**config.mk**
```make
export PLATFORM = sky130hd
export DESIGN_NAME = adpp_top
export DESIGN_NICKNAME = d
export VERILOG_FILES = /design/src/pkg/adpp_pkg.sv /design/src/hdl/adpp_top.sv
export SDC_FILE = /design/constraint.sdc
export NUM_CORES = 1
export LEC_CHECK = 0
export BUFFER_PORTS_ARGS = -buffer_cell sky130_fd_sc_hd__buf_2
export CAP_MARGIN = 15
export CORE_AREA = 2 2 116 118
export DETAILED_ROUTE_END_ITERATION = 16
export DIE_AREA = 0 0 118 120
export MAX_ROUTING_LAYER = met4
export PLACE_DENSITY = 0.8
export REMOVE_ABC_BUFFERS = 1
export SLEW_MARGIN = 20
export SYNTH_ARGS = -nofsm -noshare
export SYNTH_HDL_FRONTEND = slang
export SYNTH_SLANG_ARGS = --single-unit
```
**constraint.sdc**
```tcl
create_clock -name ref_clk -period 3.47 [get_ports ref_clk]
set_clock_uncertainty 0.2 [all_clocks]
set_input_delay 0.694 -clock ref_clk [delete_from_list [all_inputs] [get_ports ref_clk]]
set_output_delay 0.694 -clock ref_clk [all_outputs]
set_load 0.005 [all_outputs]
```
**src/pkg/adpp_pkg.sv**
```systemverilog
// shared types and constants of the dual converter parallel port
package adpp_pkg;
	localparam int          DATA_W      = 12;
	localparam int          CONV_CLOCKS = 16;
	localparam int          FIFO_DEPTH  = 2;
	localparam logic        PAIR_ZERO   = 1'b0;
	localparam logic        HALF_ONE    = 1'b0;
	localparam logic        HALF_TWO    = 1'b1;
	localparam logic [11:0] CODE_RST    = 12'h000;

	// codes presented by the analog core, per half and per input
	typedef struct packed {
		logic [DATA_W-1:0] half_one_input_zero;
		logic [DATA_W-1:0] half_one_input_one;
		logic [DATA_W-1:0] half_two_input_zero;
		logic [DATA_W-1:0] half_two_input_one;
	} adpp_codes_t;

	// one finished conversion: both halves of one input pair
	typedef struct packed {
		logic              pair;
		logic [DATA_W-1:0] half_one;
		logic [DATA_W-1:0] half_two;
	} adpp_result_t;

	typedef enum logic [1:0] {
		ADPP_IDLE    = 2'b00,
		ADPP_CONVERT = 2'b01,
		ADPP_STORE   = 2'b10
	} adpp_state_t;
endpackage : adpp_pkg

```
**src/hdl/adpp_top.sv**
```systemverilog
// control and parallel output port of a dual simultaneous-sampling converter
module adpp_top
	import adpp_pkg::*;
#(
	parameter int CONV_CLOCKS_P = adpp_pkg::CONV_CLOCKS
) (
	input  wire logic                      ref_clk,
	input  wire logic                      nrst,
	input  wire logic                      conv_clk,
	input  wire logic                      conversion_strobe_n,
	input  wire logic                      pair_select,
	input  wire logic                      chip_select_n,
	input  wire logic                      read_strobe_n,
	input  wire adpp_pkg::adpp_codes_t     analog_codes,
	output logic                           busy,
	output logic [adpp_pkg::DATA_W-1:0]    result_data,
	output logic                           result_oe
);
	import adpp_pkg::*;

	// ==========================================================
	// pin edge detection
	logic conv_clk_d_r;
	logic strobe_d_r;
	logic rd_d_r;
	logic conv_tick;
	logic strobe_fall;
	logic rd_fall;

	always_ff @(posedge ref_clk or negedge nrst) begin
		if (!nrst) begin
			conv_clk_d_r <= 1'b0;
			strobe_d_r   <= 1'b1;
			rd_d_r       <= 1'b1;
		end else begin
			conv_clk_d_r <= conv_clk;
			strobe_d_r   <= conversion_strobe_n;
			rd_d_r       <= read_strobe_n;
		end
	end

	assign conv_tick   = conv_clk & ~conv_clk_d_r;
	assign strobe_fall = strobe_d_r & ~conversion_strobe_n;
	assign rd_fall     = rd_d_r & ~read_strobe_n;

	// ==========================================================
	// conversion sequencer
	localparam int CNT_W = $clog2(CONV_CLOCKS_P + 1);
	localparam logic [CNT_W-1:0] CNT_LAST = CNT_W'(CONV_CLOCKS_P - 1);

	adpp_state_t        state_r;
	logic [CNT_W-1:0]   clk_cnt_r;
	adpp_result_t       held_r;
	logic               push_valid;
	logic               push_ready;

	assign push_valid = (state_r == ADPP_STORE);

	always_ff @(posedge ref_clk or negedge nrst) begin
		if (!nrst) begin
			state_r   <= ADPP_IDLE;
			clk_cnt_r <= '0;
		end else begin
			case (state_r)
				ADPP_IDLE: begin
					if (strobe_fall) begin
						state_r   <= ADPP_CONVERT;
						clk_cnt_r <= '0;
					end
				end
				ADPP_CONVERT: begin
					// one sample period of sixteen converter clocks
					if (conv_tick) begin
						if (clk_cnt_r == CNT_LAST) begin
							state_r <= ADPP_STORE;
						end else begin
							clk_cnt_r <= clk_cnt_r + 1'b1;
						end
					end
				end
				ADPP_STORE: begin
					if (push_ready) begin
						state_r <= ADPP_IDLE;
					end
				end
				default: begin
					state_r <= ADPP_IDLE;
				end
			endcase
		end
	end

	// sample-and-hold: both halves captured together at the strobe
	always_ff @(posedge ref_clk or negedge nrst) begin
		if (!nrst) begin
			held_r <= '0;
		end else if (state_r == ADPP_IDLE && strobe_fall) begin
			held_r.pair <= pair_select;
			if (pair_select == PAIR_ZERO) begin
				held_r.half_one <= analog_codes.half_one_input_zero;
				held_r.half_two <= analog_codes.half_two_input_zero;
			end else begin
				held_r.half_one <= analog_codes.half_one_input_one;
				held_r.half_two <= analog_codes.half_two_input_one;
			end
		end
	end

	// busy also covers a stalled store; unread results in the store banks are still overwritten by a later pop of the same pair
	always_ff @(posedge ref_clk or negedge nrst) begin
		if (!nrst) begin
			busy <= 1'b0;
		end else if (state_r == ADPP_IDLE && strobe_fall) begin
			busy <= 1'b1;
		end else if (push_valid && push_ready) begin
			busy <= 1'b0;
		end
	end

	// ==========================================================
	// two-entry result buffer
	adpp_result_t             fifo_mem_r [FIFO_DEPTH];
	logic                     wr_ptr_r;
	logic                     rd_ptr_r;
	logic [1:0]               fill_r;
	logic                     pop_valid;
	logic                     pop_ready;
	logic                     do_push;
	logic                     do_pop;

	assign push_ready = (fill_r != 2'(FIFO_DEPTH));
	assign pop_valid  = (fill_r != 2'h0);
	assign do_push    = push_valid & push_ready;
	assign do_pop     = pop_valid & pop_ready;

	always_ff @(posedge ref_clk or negedge nrst) begin
		if (!nrst) begin
			wr_ptr_r <= 1'b0;
			rd_ptr_r <= 1'b0;
			fill_r   <= 2'h0;
		end else begin
			if (do_push) begin
				wr_ptr_r <= ~wr_ptr_r;
			end
			if (do_pop) begin
				rd_ptr_r <= ~rd_ptr_r;
			end
			case ({do_push, do_pop})
				2'b10:   fill_r <= fill_r + 2'h1;
				2'b01:   fill_r <= fill_r - 2'h1;
				default: fill_r <= fill_r;
			endcase
		end
	end

	always_ff @(posedge ref_clk) begin
		if (do_push) begin
			fifo_mem_r[wr_ptr_r] <= held_r;
		end
	end

	// ==========================================================
	// stored results, one bank per half, one entry per input
	logic [DATA_W-1:0] store_one_r [2];
	logic [DATA_W-1:0] store_two_r [2];
	adpp_result_t      head;
	logic              half_sel_r;

	assign head = fifo_mem_r[rd_ptr_r];
	// hold off updates between the two strobes; an update in the same cycle as the first strobe still splits the halves
	assign pop_ready = (half_sel_r == HALF_ONE);

	always_ff @(posedge ref_clk or negedge nrst) begin
		if (!nrst) begin
			store_one_r[0] <= CODE_RST;
			store_one_r[1] <= CODE_RST;
			store_two_r[0] <= CODE_RST;
			store_two_r[1] <= CODE_RST;
		end else if (do_pop) begin
			store_one_r[head.pair] <= head.half_one;
			store_two_r[head.pair] <= head.half_two;
		end
	end

	// ==========================================================
	// parallel read port
	always_ff @(posedge ref_clk or negedge nrst) begin
		if (!nrst) begin
			half_sel_r  <= HALF_ONE;
			result_oe   <= 1'b0;
			result_data <= CODE_RST;
		end else if (chip_select_n) begin
			half_sel_r <= HALF_ONE;
			result_oe  <= 1'b0;
		end else if (rd_fall) begin
			result_oe <= 1'b1;
			if (half_sel_r == HALF_ONE) begin
				result_data <= store_one_r[pair_select];
				half_sel_r  <= HALF_TWO;
			end else begin
				result_data <= store_two_r[pair_select];
				half_sel_r  <= HALF_ONE;
			end
		end
	end
endmodule : adpp_top

```
==> impl_results.md, run 1 <==
* Synth Register Bits at 152
* DP HPWL at 7020 um
* Cts hold-fix bufs at 0
* Cells after Synth at 403
* DRC at 0
* H-tree depth at 4
* First-pass GRT wire length at 18400 um
* Largest cells by area after synthesis: dfrtp_1, edfxtp_1, mux2_2, mux4_2, mux2i_1
* HP Class: in -> async
* Fin util at 57.4%
* Post-route cell area at 0.00745 mm2
* Async SR Flop Fraction at 67.1%
* Peak Freq at 0.466 GHz
* Clock Tree Root: clkbuf_16
* DR vias/cell at 5.15
* Setup crit end kind: register
* Die Ht at 120 um
* Pwr/cell area at 822 mW/mm2
* Crit path launch: clk_cnt_r[0]
* Core area at 0.0130 mm2
* Starting density of the core at 49.1%
* Top cell type's share of synthesized area at 39.3%
* Postcts setup bufs at 0
* Final hold violations at 0
* I/O Buffers at 68
* Req. time, crit path at 3580 ps
* Relative slew slack at 62.3%
* Reg area at 0.00406 mm2
* Die Span X at 118 um
* Largest area contributor in the netlist: dfrtp_1
* Mapped Avg Cell Area at 15.8 um2
* CP max FO at 10
* DRT antenna net count at 0
* CTS tree: yes
* Final WL at 11200 um
* Unique masters post-synth at 40
* Top FF cell, synth: dfrtp_1
* Yosys warns at 0
* Synth Area in Compound Gates at 3.26%
* TritonRoute pass-1 iters at 4
* Largest family of logic cells by synthesized area: multiplexers
* Tmin final at 2150 ps
* Post-synth top cells: dfrtp_1, mux2_2, edfxtp_1, nand2_1, mux2i_1
* Post_cts resized at 0
* Outcome: completed
* Area of the multi-input gates at 0.00213 mm2
* Sequential-to-total area share from yosys stat at 63.7%
* TNS Setup at 0 ps
* Final setup violation count at 0
* CTS buffer count at 17
* Post-Syn Area at 0.00637 mm2
* Initial DRC count at 139
* Max Cap Violations at 0
* Final Cycle Share at 61.9%
* Peak VDD IR at 0.487 mV
* Vias post-DR at 3440
* Initial antenna violation count at 0
* Synth Area in XOR/XNOR at 0.825%
* Leak Pwr at 3.10 nW
* FP Rows at 42
* WS Path Type: reg -> reg
* Critical path startpoint category: register
* Vias in the first global route at 3617
* Reg2Reg Depth at 6
* Post-synthesis mux area share at 23.2%
* Remaining global-route overflow at 0
* EDFF count, synth at 50
* Placer Congestion at 0.787
* # clock sinks at 152
* Area grow syn2layout at 17.0%
* Slew Limit Fails at 0
* FILL cells at 1002
* Worst path arrival time at 2250 ps
* Worst-Skew Late Latency at 420 ps
* Clock Pin Slew Worst Setup and Hold Paths at 60 ps
* # diodes at 0
* NumNets Final at 537
* Area share of fa/ha/maj cells after synthesis at 0.589%
* RSZ-0062 raised after global routing: no
* Max Root-Sink Buffers at 2
* Tot Pwr at 6.12 mW
* Post-Synth Simple-Gate Area at 5.36%
* DIE AREA at 0.0142 mm2
* Worst slew pin tran at 565 ps
* Tot GR Track Use at 17.6%
* Reg2reg start: clk_cnt_r[0]
* Layout cells sized above 1 at 45.5%
* Largest net degree at the start of global routing at 62
* Drt wl/cell at 16.7 um
* Placed Instance Area at 0.00687 mm2
* Most frequent cell after synthesis: dfrtp_1
* Top-Level Pins at 69
power by group:
part           leakage, nW  internal (mW)  switching [mW]
clock network        0.272           1.06           0.726
logic                 1.16          0.881           0.610
registers             1.67           2.49           0.349
logic make-up after synthesis:
kind of cell	count (synthesis)
buffers and inverters	26
adders and majority gates	3
DFF	152
xor gates and xnor gates	6
muxes	122
and+or+nand+nor	62
AOI/OAI and AO/OA	32
area by class of cell:
type / count / share of cell area [%]
Multi-Input combinational cell: 225 / 28.6
Tap cell: 176 / 2.95
Inverter: 4 / 0.201
Clock buffer: 18 / 5.76
Sequential cell: 152 / 54.4
Clock inverter: 14 / 2.05
Timing Repair Buffer: 79 / 6.04
state kept, by name, summed over array words and instances, names as in the netlist, 2 cells and up:
signal       cells
clk_cnt_r        5
fifo_mem_r      50
fill_r           2
held_r          25
result_data     12
state_r          2
store_one_r     24
store_two_r     24
worst max-delay path: stages, from the launching register on:
cell	delay (ps)
dfrtp_1	420
ha_1	230
and3_1	190
ha_1	280
nand4b_1	240
mux2_2	300
a22o_1	180
per-layer routing:
layer | vias to the layer above | global-route usage (%) | wire length (um) | share of wire (%)
li1 | 1637 | - | - | -
met1 | 1714 | 20.6 | 4710 | 42
met2 | 74 | 29.0 | 5880 | 53
met3 | 15 | 4.18 | 399 | 3.6
met4 | 0 | 8.13 | 184 | 1.6
met5 | - | - | 0 | 0
metrics by stage:
step,worst slack (ps),hold slack [ps],std cells
2_1_floorplan,442,198,381
3_3_place_gp,901,250,636
3_5_place_dp,851,255,636
5_1_grt,1250,108,668
4_1_cts,1070,85.8,668
6_report,1320,67.6,668
final timing paths:
kind | to | slack [ps]
min reg2reg | fifo_mem_r[0][20] | 270
min | store_two_r[0] | 70
max in group asynchronous | strobe_d_r | 2230
min in group ref_clk | rd_d_r | 190
max | clk_cnt_r[3] | 1320
max reg2reg | clk_cnt_r[3] | 1320
layout by cell type, fill, tap and decap left out, drive strengths merged, types with 5 or more instances in the layout:
| cell type | count |
|---|---|
| buf | 79 |
| clkbuf | 18 |
| clkinv | 7 |
| dfrtp | 100 |
| edfxtp | 50 |
| inv | 5 |
| mux2 | 85 |
| mux2i | 25 |
| mux4 | 12 |
| nand2 | 28 |
| nor2 | 8 |
| nor4b | 5 |
| o21ai | 25 |
| xnor2 | 5 |
No activity file was read; power rests on OpenSTA's default activity.
==> inputs of run 2 (changes only) <==
Settings changed: PLACE_DENSITY 0.8 to 0.83.
Clock period 3.47 ns to 1.9 ns, I/O delays scaled along.
==> impl_results.md, run 2 (synthesized netlist as in run 1, its figures left out) <==
* Outcome: complete, but fails checks
* Failing checks: negative setup slack
* Leak Pwr at 3.30 nW
* Worst-Skew Late Latency at 420 ps
* Peak Freq at 0.513 GHz
* Placer Congestion at 0.762
* Pwr/cell area at 1510 mW/mm2
* Reg area at 0.00406 mm2
* HP Class: in -> reg
* Critical path startpoint category: register
* Fin util at 60.6%
* Remaining global-route overflow at 0
* Most frequent cells in the layout: dfrtp_1, mux2_2, buf_2, edfxtp_1, nand2_1
* H-tree depth at 4
* Biggest register: fifo_mem_r
* Relative slew slack at 72.7%
* Area grow syn2layout at 23.6%
* TritonRoute pass-1 iters at 4
* Clock Pin Slew Worst Setup and Hold Paths at 60 ps
* Final Non-Filler Cells at 697
* Setup crit end kind: register
* Tot GR Track Use at 19.2%
* DRC at 0
* Final hold violations at 0
* Peak VDD IR at 0.967 mV
* I/O Buffers at 68
* Slew Limit Fails at 0
* Area of the multi-input gates at 0.00220 mm2
* R2R setup slack at -50 ps
* Max Cap Violations at 0
* Worst setup path end: clk_cnt_r[3]
* Starting density of the core at 49.1%
* Reg2Reg Depth at 6
* FILL cells at 954
* Vias post-DR at 3642
* Layout cells sized above 1 at 49.3%
* Top-Level Pins at 69
* Clock Tree Root: clkbuf_16
* Max Root-Sink Buffers at 2
* CTS buffer count at 17
* Final WL at 12400 um
* RSZ-0062 raised after global routing: yes
* Worst path arrival time at 2040 ps
* DIE AREA at 0.0142 mm2
* # clock sinks at 152
* Die Span X at 118 um
* DR vias/cell at 5.23
* Largest net degree at the start of global routing at 33
* NumNets Final at 566
* Pre-CTS WS at -61.2 ps
* First-pass GRT wire length at 19900 um
* CP max FO at 2
* Core area at 0.0130 mm2
* Largest register FFs at 50
* Reg2reg start: clk_cnt_r[0]
* CTS tree: yes
* Top Registers: fifo_mem_r: 50 flops, held_r: 25 flops
* R2R Path End: clk_cnt_r[3]
* Crit path setup slack, layout at -50.7 ps
* Req. time, crit path at 1990 ps
* DRT antenna net count at 0
* Initial DRC count at 229
* Worst slew pin tran at 410 ps
* WS Path Type: reg -> reg
* Post-Place Cells at 656
* Drt wl/cell at 17.8 um
* FP Rows at 42
* Initial antenna violation count at 0
* DP HPWL at 8120 um
* Final Cycle Share at 103%
* Vias in the first global route at 3909
* Tmin final at 1950 ps
* # diodes at 0
* Commonest non-fill, non-tap cell in the layout: dfrtp_1
* Die Ht at 120 um
* Crit path launch: clk_cnt_r[0]
* TNS Setup at -52.1 ps
* Final setup violation count at 2
[run 2: through the flow]
stage / power (mW) / instance area (um2) / hold slack [ps]
6_report: 11.9 / 7870 / 35.5
5_1_grt: 12.5 / 7870 / 38.3
4_1_cts: 11.9 / 7790 / 15.7
3_5_place_dp: 8.16 / 7070 / 135
3_3_place_gp: 7.88 / 7070 / 123
2_1_floorplan: 7.08 / 6190 / -116
[run 2: what timing repair did]
action,4_1_cts,5_1_grt
endpoints found under the setup margin,5,38
hold buffers,5,0
pin swaps,4,3
hold endpoints to repair,28,0
setup buffers,1,3
gates resized for setup,7,12
[run 2: how the worst min path moves through the flow]
stage                                 from          to  slack, ps  cells past startpoint
after global routing      analog_codes[37]  held_r[13]         40                      3
after global placement                nrst   result_oe        120                      1
after floorplan                       nrst        busy       -120                      0
after detailed placement              nrst   result_oe        130                      1
after CTS                 analog_codes[15]   held_r[3]         20                      3
final                     analog_codes[15]   held_r[3]         40                      3
[run 2: cell type report]
type | count | area share (%)
Sequential cell | 152 | 51.5
Multi-Input combinational cell | 225 | 27.9
Timing Repair Buffer | 108 | 9.47
Clock buffer | 19 | 5.50
Tap cell | 176 | 2.80
Clock inverter | 13 | 2.58
Inverter | 4 | 0.191
[run 2: power breakdown]
part	total [mW]	leakage (nW)	internal, mW	switching (mW)
clock network	3.60	0.297	2.32	1.28
logic	3.11	1.34	1.82	1.28
registers	5.20	1.67	4.56	0.638
total	11.9	3.30	8.70	3.20
[run 2: critical path: stages (launching register included)]
cell and delay [ps]:
dfrtp_1 380, ha_2 200, and3_4 180, ha_4 150, nand4b_1 190, mux2_4 330
a22o_1 200
[run 2: per-layer routing]
metal  GRT usage [%]  wire length [um]  up-vias
met2            32.4              6770       83
li1                -                 -     1685
met1            22.0              4990     1864
met4            6.70               159        0
met3            5.80               498       10
met5               -                 0        -
==> inputs of run 3 (changes only) <==
Settings changed: ABC_AREA set to 1, ABC_CLOCK_PERIOD_IN_PS set to 1900, CORE_AREA 2 2 116 118 to 2 2 119 121, DIE_AREA 0 0 118 120 to 0 0 121 123, HOLD_SLACK_MARGIN set to 0.08.
==> impl_results.md, run 3 <==
* Placed Instance Area at 0.00731 mm2
* Final hold slack at 91.5 ps
* Vias in the first global route at 5031
* Worst slew pin tran at 473 ps
* Core area at 0.0136 mm2
* Most frequent cells in the layout: nand2_1, dfrtp_1, inv_1, buf_2, edfxtp_1
* RSZ-0062 raised after global routing: no
* Clock Pin Slew Worst Setup and Hold Paths at 60 ps
* First-pass GRT wire length at 23600 um
* Max Cap Violations at 0
* Largest cells by area after synthesis: dfrtp_1, edfxtp_1, nand2_1, inv_1, o21ai_2
* EDFF count, synth at 50
* Post-Place Cells at 989
* Pwr/cell area at 1330 mW/mm2
* Flop pwr share at 43.8%
* DRT antenna net count at 0
* Reg area at 0.00406 mm2
* Sequential-to-total area share from yosys stat at 60.3%
* CP max FO at 5
* Final hold violations at 0
* Critical path startpoint category: register
* Yosys warns at 0
* Biggest register: fifo_mem_r
* Clock Tree Root: clkbuf_16
* FILL cells at 1065
* Setup crit end kind: register
* TritonRoute pass-1 iters at 5
* NumNets Final at 932
* Post-route cell area at 0.00833 mm2
* Tmin final at 1810 ps
* Starting density of the core at 49.4%
* Post-synth top cells: nand2_1, dfrtp_1, inv_1, edfxtp_1, o21ai_0
* Async SR Flop Fraction at 67.1%
* Leak Pwr at 4.15 nW
* Final setup violation count at 0
* Initial antenna violation count at 0
* Initial DRC count at 395
* Final Cycle Share at 95.2%
* CTS buffer count at 17
* Placer Congestion at 0.832
* Final Non-Filler Cells at 1067
* Die Span X at 121 um
* Top Registers: fifo_mem_r: 50 flops, held_r: 25 flops
* Sw power at 3.69 mW
* Largest area contributor in the netlist: dfrtp_1
* Synth Register Bits at 152
* Remaining global-route overflow at 0
* TNS Setup at 0 ps
* # diodes at 0
* Area of the multi-input gates at 0.00213 mm2
* Most frequent cell after synthesis: nand2_1
* Fin util at 61.2%
* Unique masters post-synth at 29
* DP HPWL at 8440 um
* Drt wl/cell at 12.9 um
* WS Path Type: reg -> reg
* Area grow syn2layout at 23.9%
* HP Class: in -> reg
* I/O Buffers at 68
* Largest net degree at the start of global routing at 59
* Post-Syn Area at 0.00673 mm2
* DR vias/cell at 4.82
* Peak VDD IR at 0.606 mV
* Critical Path, Cell by Cell: o21ai_4 -> inv_1 -> ha_1 -> a21oi_1 -> nand2_1 -> xnor2_1
* Cells after Synth at 758
* Worst-Skew Late Latency at 410 ps
* Req. time, crit path at 1990 ps
* Die Ht at 123 um
* Pre-CTS WS at 19.1 ps
* Top FF cell, synth: dfrtp_1
* Tot Pwr at 11.1 mW
* Max Root-Sink Buffers at 2
* Peak Freq at 0.553 GHz
* CP max stage delay at 460 ps
* # clock sinks at 152
* Switching share of power at 33.1%
* DIE AREA at 0.0149 mm2
* Relative slew slack at 68.1%
* CTS tree: yes
* Crit path setup slack, layout at 91.3 ps
* Slew Limit Fails at 0
* Commonest non-fill, non-tap cell in the layout: nand2_1
* Mapped Avg Cell Area at 8.87 um2
* Final WL at 13800 um
* FP Rows at 43
* Vias post-DR at 5139
* Largest register FFs at 50
* Top cell type's share of synthesized area at 37.2%
* Combinational power share at 28.4%
* Postcts setup bufs at 0
* Layout cells sized above 1 at 17.2%
* DRC at 0
* Worst path arrival time at 1900 ps
* Top-Level Pins at 69
* Tot GR Track Use at 20.9%
* Internal power at 7.44 mW
* Clock network power share at 27.9%
* H-tree depth at 4
* CP max stage cell: dfrtp_1
* Outcome: completed
-- run 3: cell count changes in the layout (fill, tap and decap cells not counted), sizes merged, moves of 5 or more --
cell / previous run / this run
nor2: 8 / 19
buf: 103 / 85
dlygate4sd3: 5 / 46
nand2: 28 / 343
mux2i: 25 / 0
inv: 5 / 93
nor4b: 5 / 0
mux2: 85 / 0
nand3: 3 / 28
mux4: 12 / 0
o21ai: 25 / 76
-- run 3: cell families (layout without fill, tap and decap cells) --
kind of cell,Yosys count,in the layout,synth area share (%)
AO/OA/AOI/OAI,78,78,7.09
XOR/XNOR,5,5,0.651
adder cells (fa/ha/maj),3,3,0.558
buffers and inverters,126,255,8.30
flip-flops,152,152,60.3
AND/OR/NAND/NOR,394,394,23.1
-- run 3: area by class of cell --
| cell class | count | share of cell area [%] |
|---|---|---|
| repair buffers | 131 | 12.4 |
| inverters | 92 | 4.14 |
| flip-flops and latches | 152 | 48.7 |
| clock inverters | 12 | 1.25 |
| well taps | 180 | 2.70 |
| clock buffers | 20 | 5.36 |
| multi-input cells | 480 | 25.5 |
-- run 3: worst paths after layout --
path / slack, ps / cells after the start / endpoint / startpoint
setup / recovery: 90 / 6 / fill_r[1] / fill_r[0]
hold / removal: 90 / 5 / held_r[10] / analog_codes[22]
setup reg to reg: 90 / 6 / fill_r[1] / fill_r[0]
hold reg to reg: 270 / 0 / fifo_mem_r[1][3] / held_r[3]
max in group asynchronous: 890 / 3 / rd_d_r / nrst
min in group asynchronous: 300 / 3 / half_sel_r / nrst
-- run 3: repair_timing --
item / 4_1_cts / 5_1_grt
endpoints found under the hold margin: 128 / 0
setup endpoints to repair: 0 / 5
hold buffers: 46 / 0
resized for setup: 0 / 2
-- run 3: power by group through the flow --
stage | Sequential (mW) | Clock [mW] | Combinational (mW)
final | 4.87 | 3.10 | 3.15
after global routing | 4.97 | 3.31 | 3.63
after CTS | 4.87 | 3.15 | 3.15
after detailed placement | 4.91 | 0 | 3.01
after global placement | 4.86 | 0 | 2.89
after floorplan | 4.88 | 0 | 2.04
-- run 3: worst max-delay path, delay by kind of cell, from the launching register on --
kind,cells,cell delay (ps)
flip-flops,1,460
adder cells (fa/ha/maj),1,330
AO/OA/AOI/OAI,2,410
XOR/XNOR,1,120
AND/OR/NAND/NOR,1,80
buffers and inverters,1,90
-- run 3: layer usage --
layer | up-vias | part of all wire (%) | GRT usage [%]
li1 | 2574 | - | -
met1 | 2429 | 44 | 26.7
met2 | 121 | 50 | 34.2
met3 | 15 | 4.1 | 3.83
met4 | 0 | 1.3 | 6.90
met5 | - | 0 | -
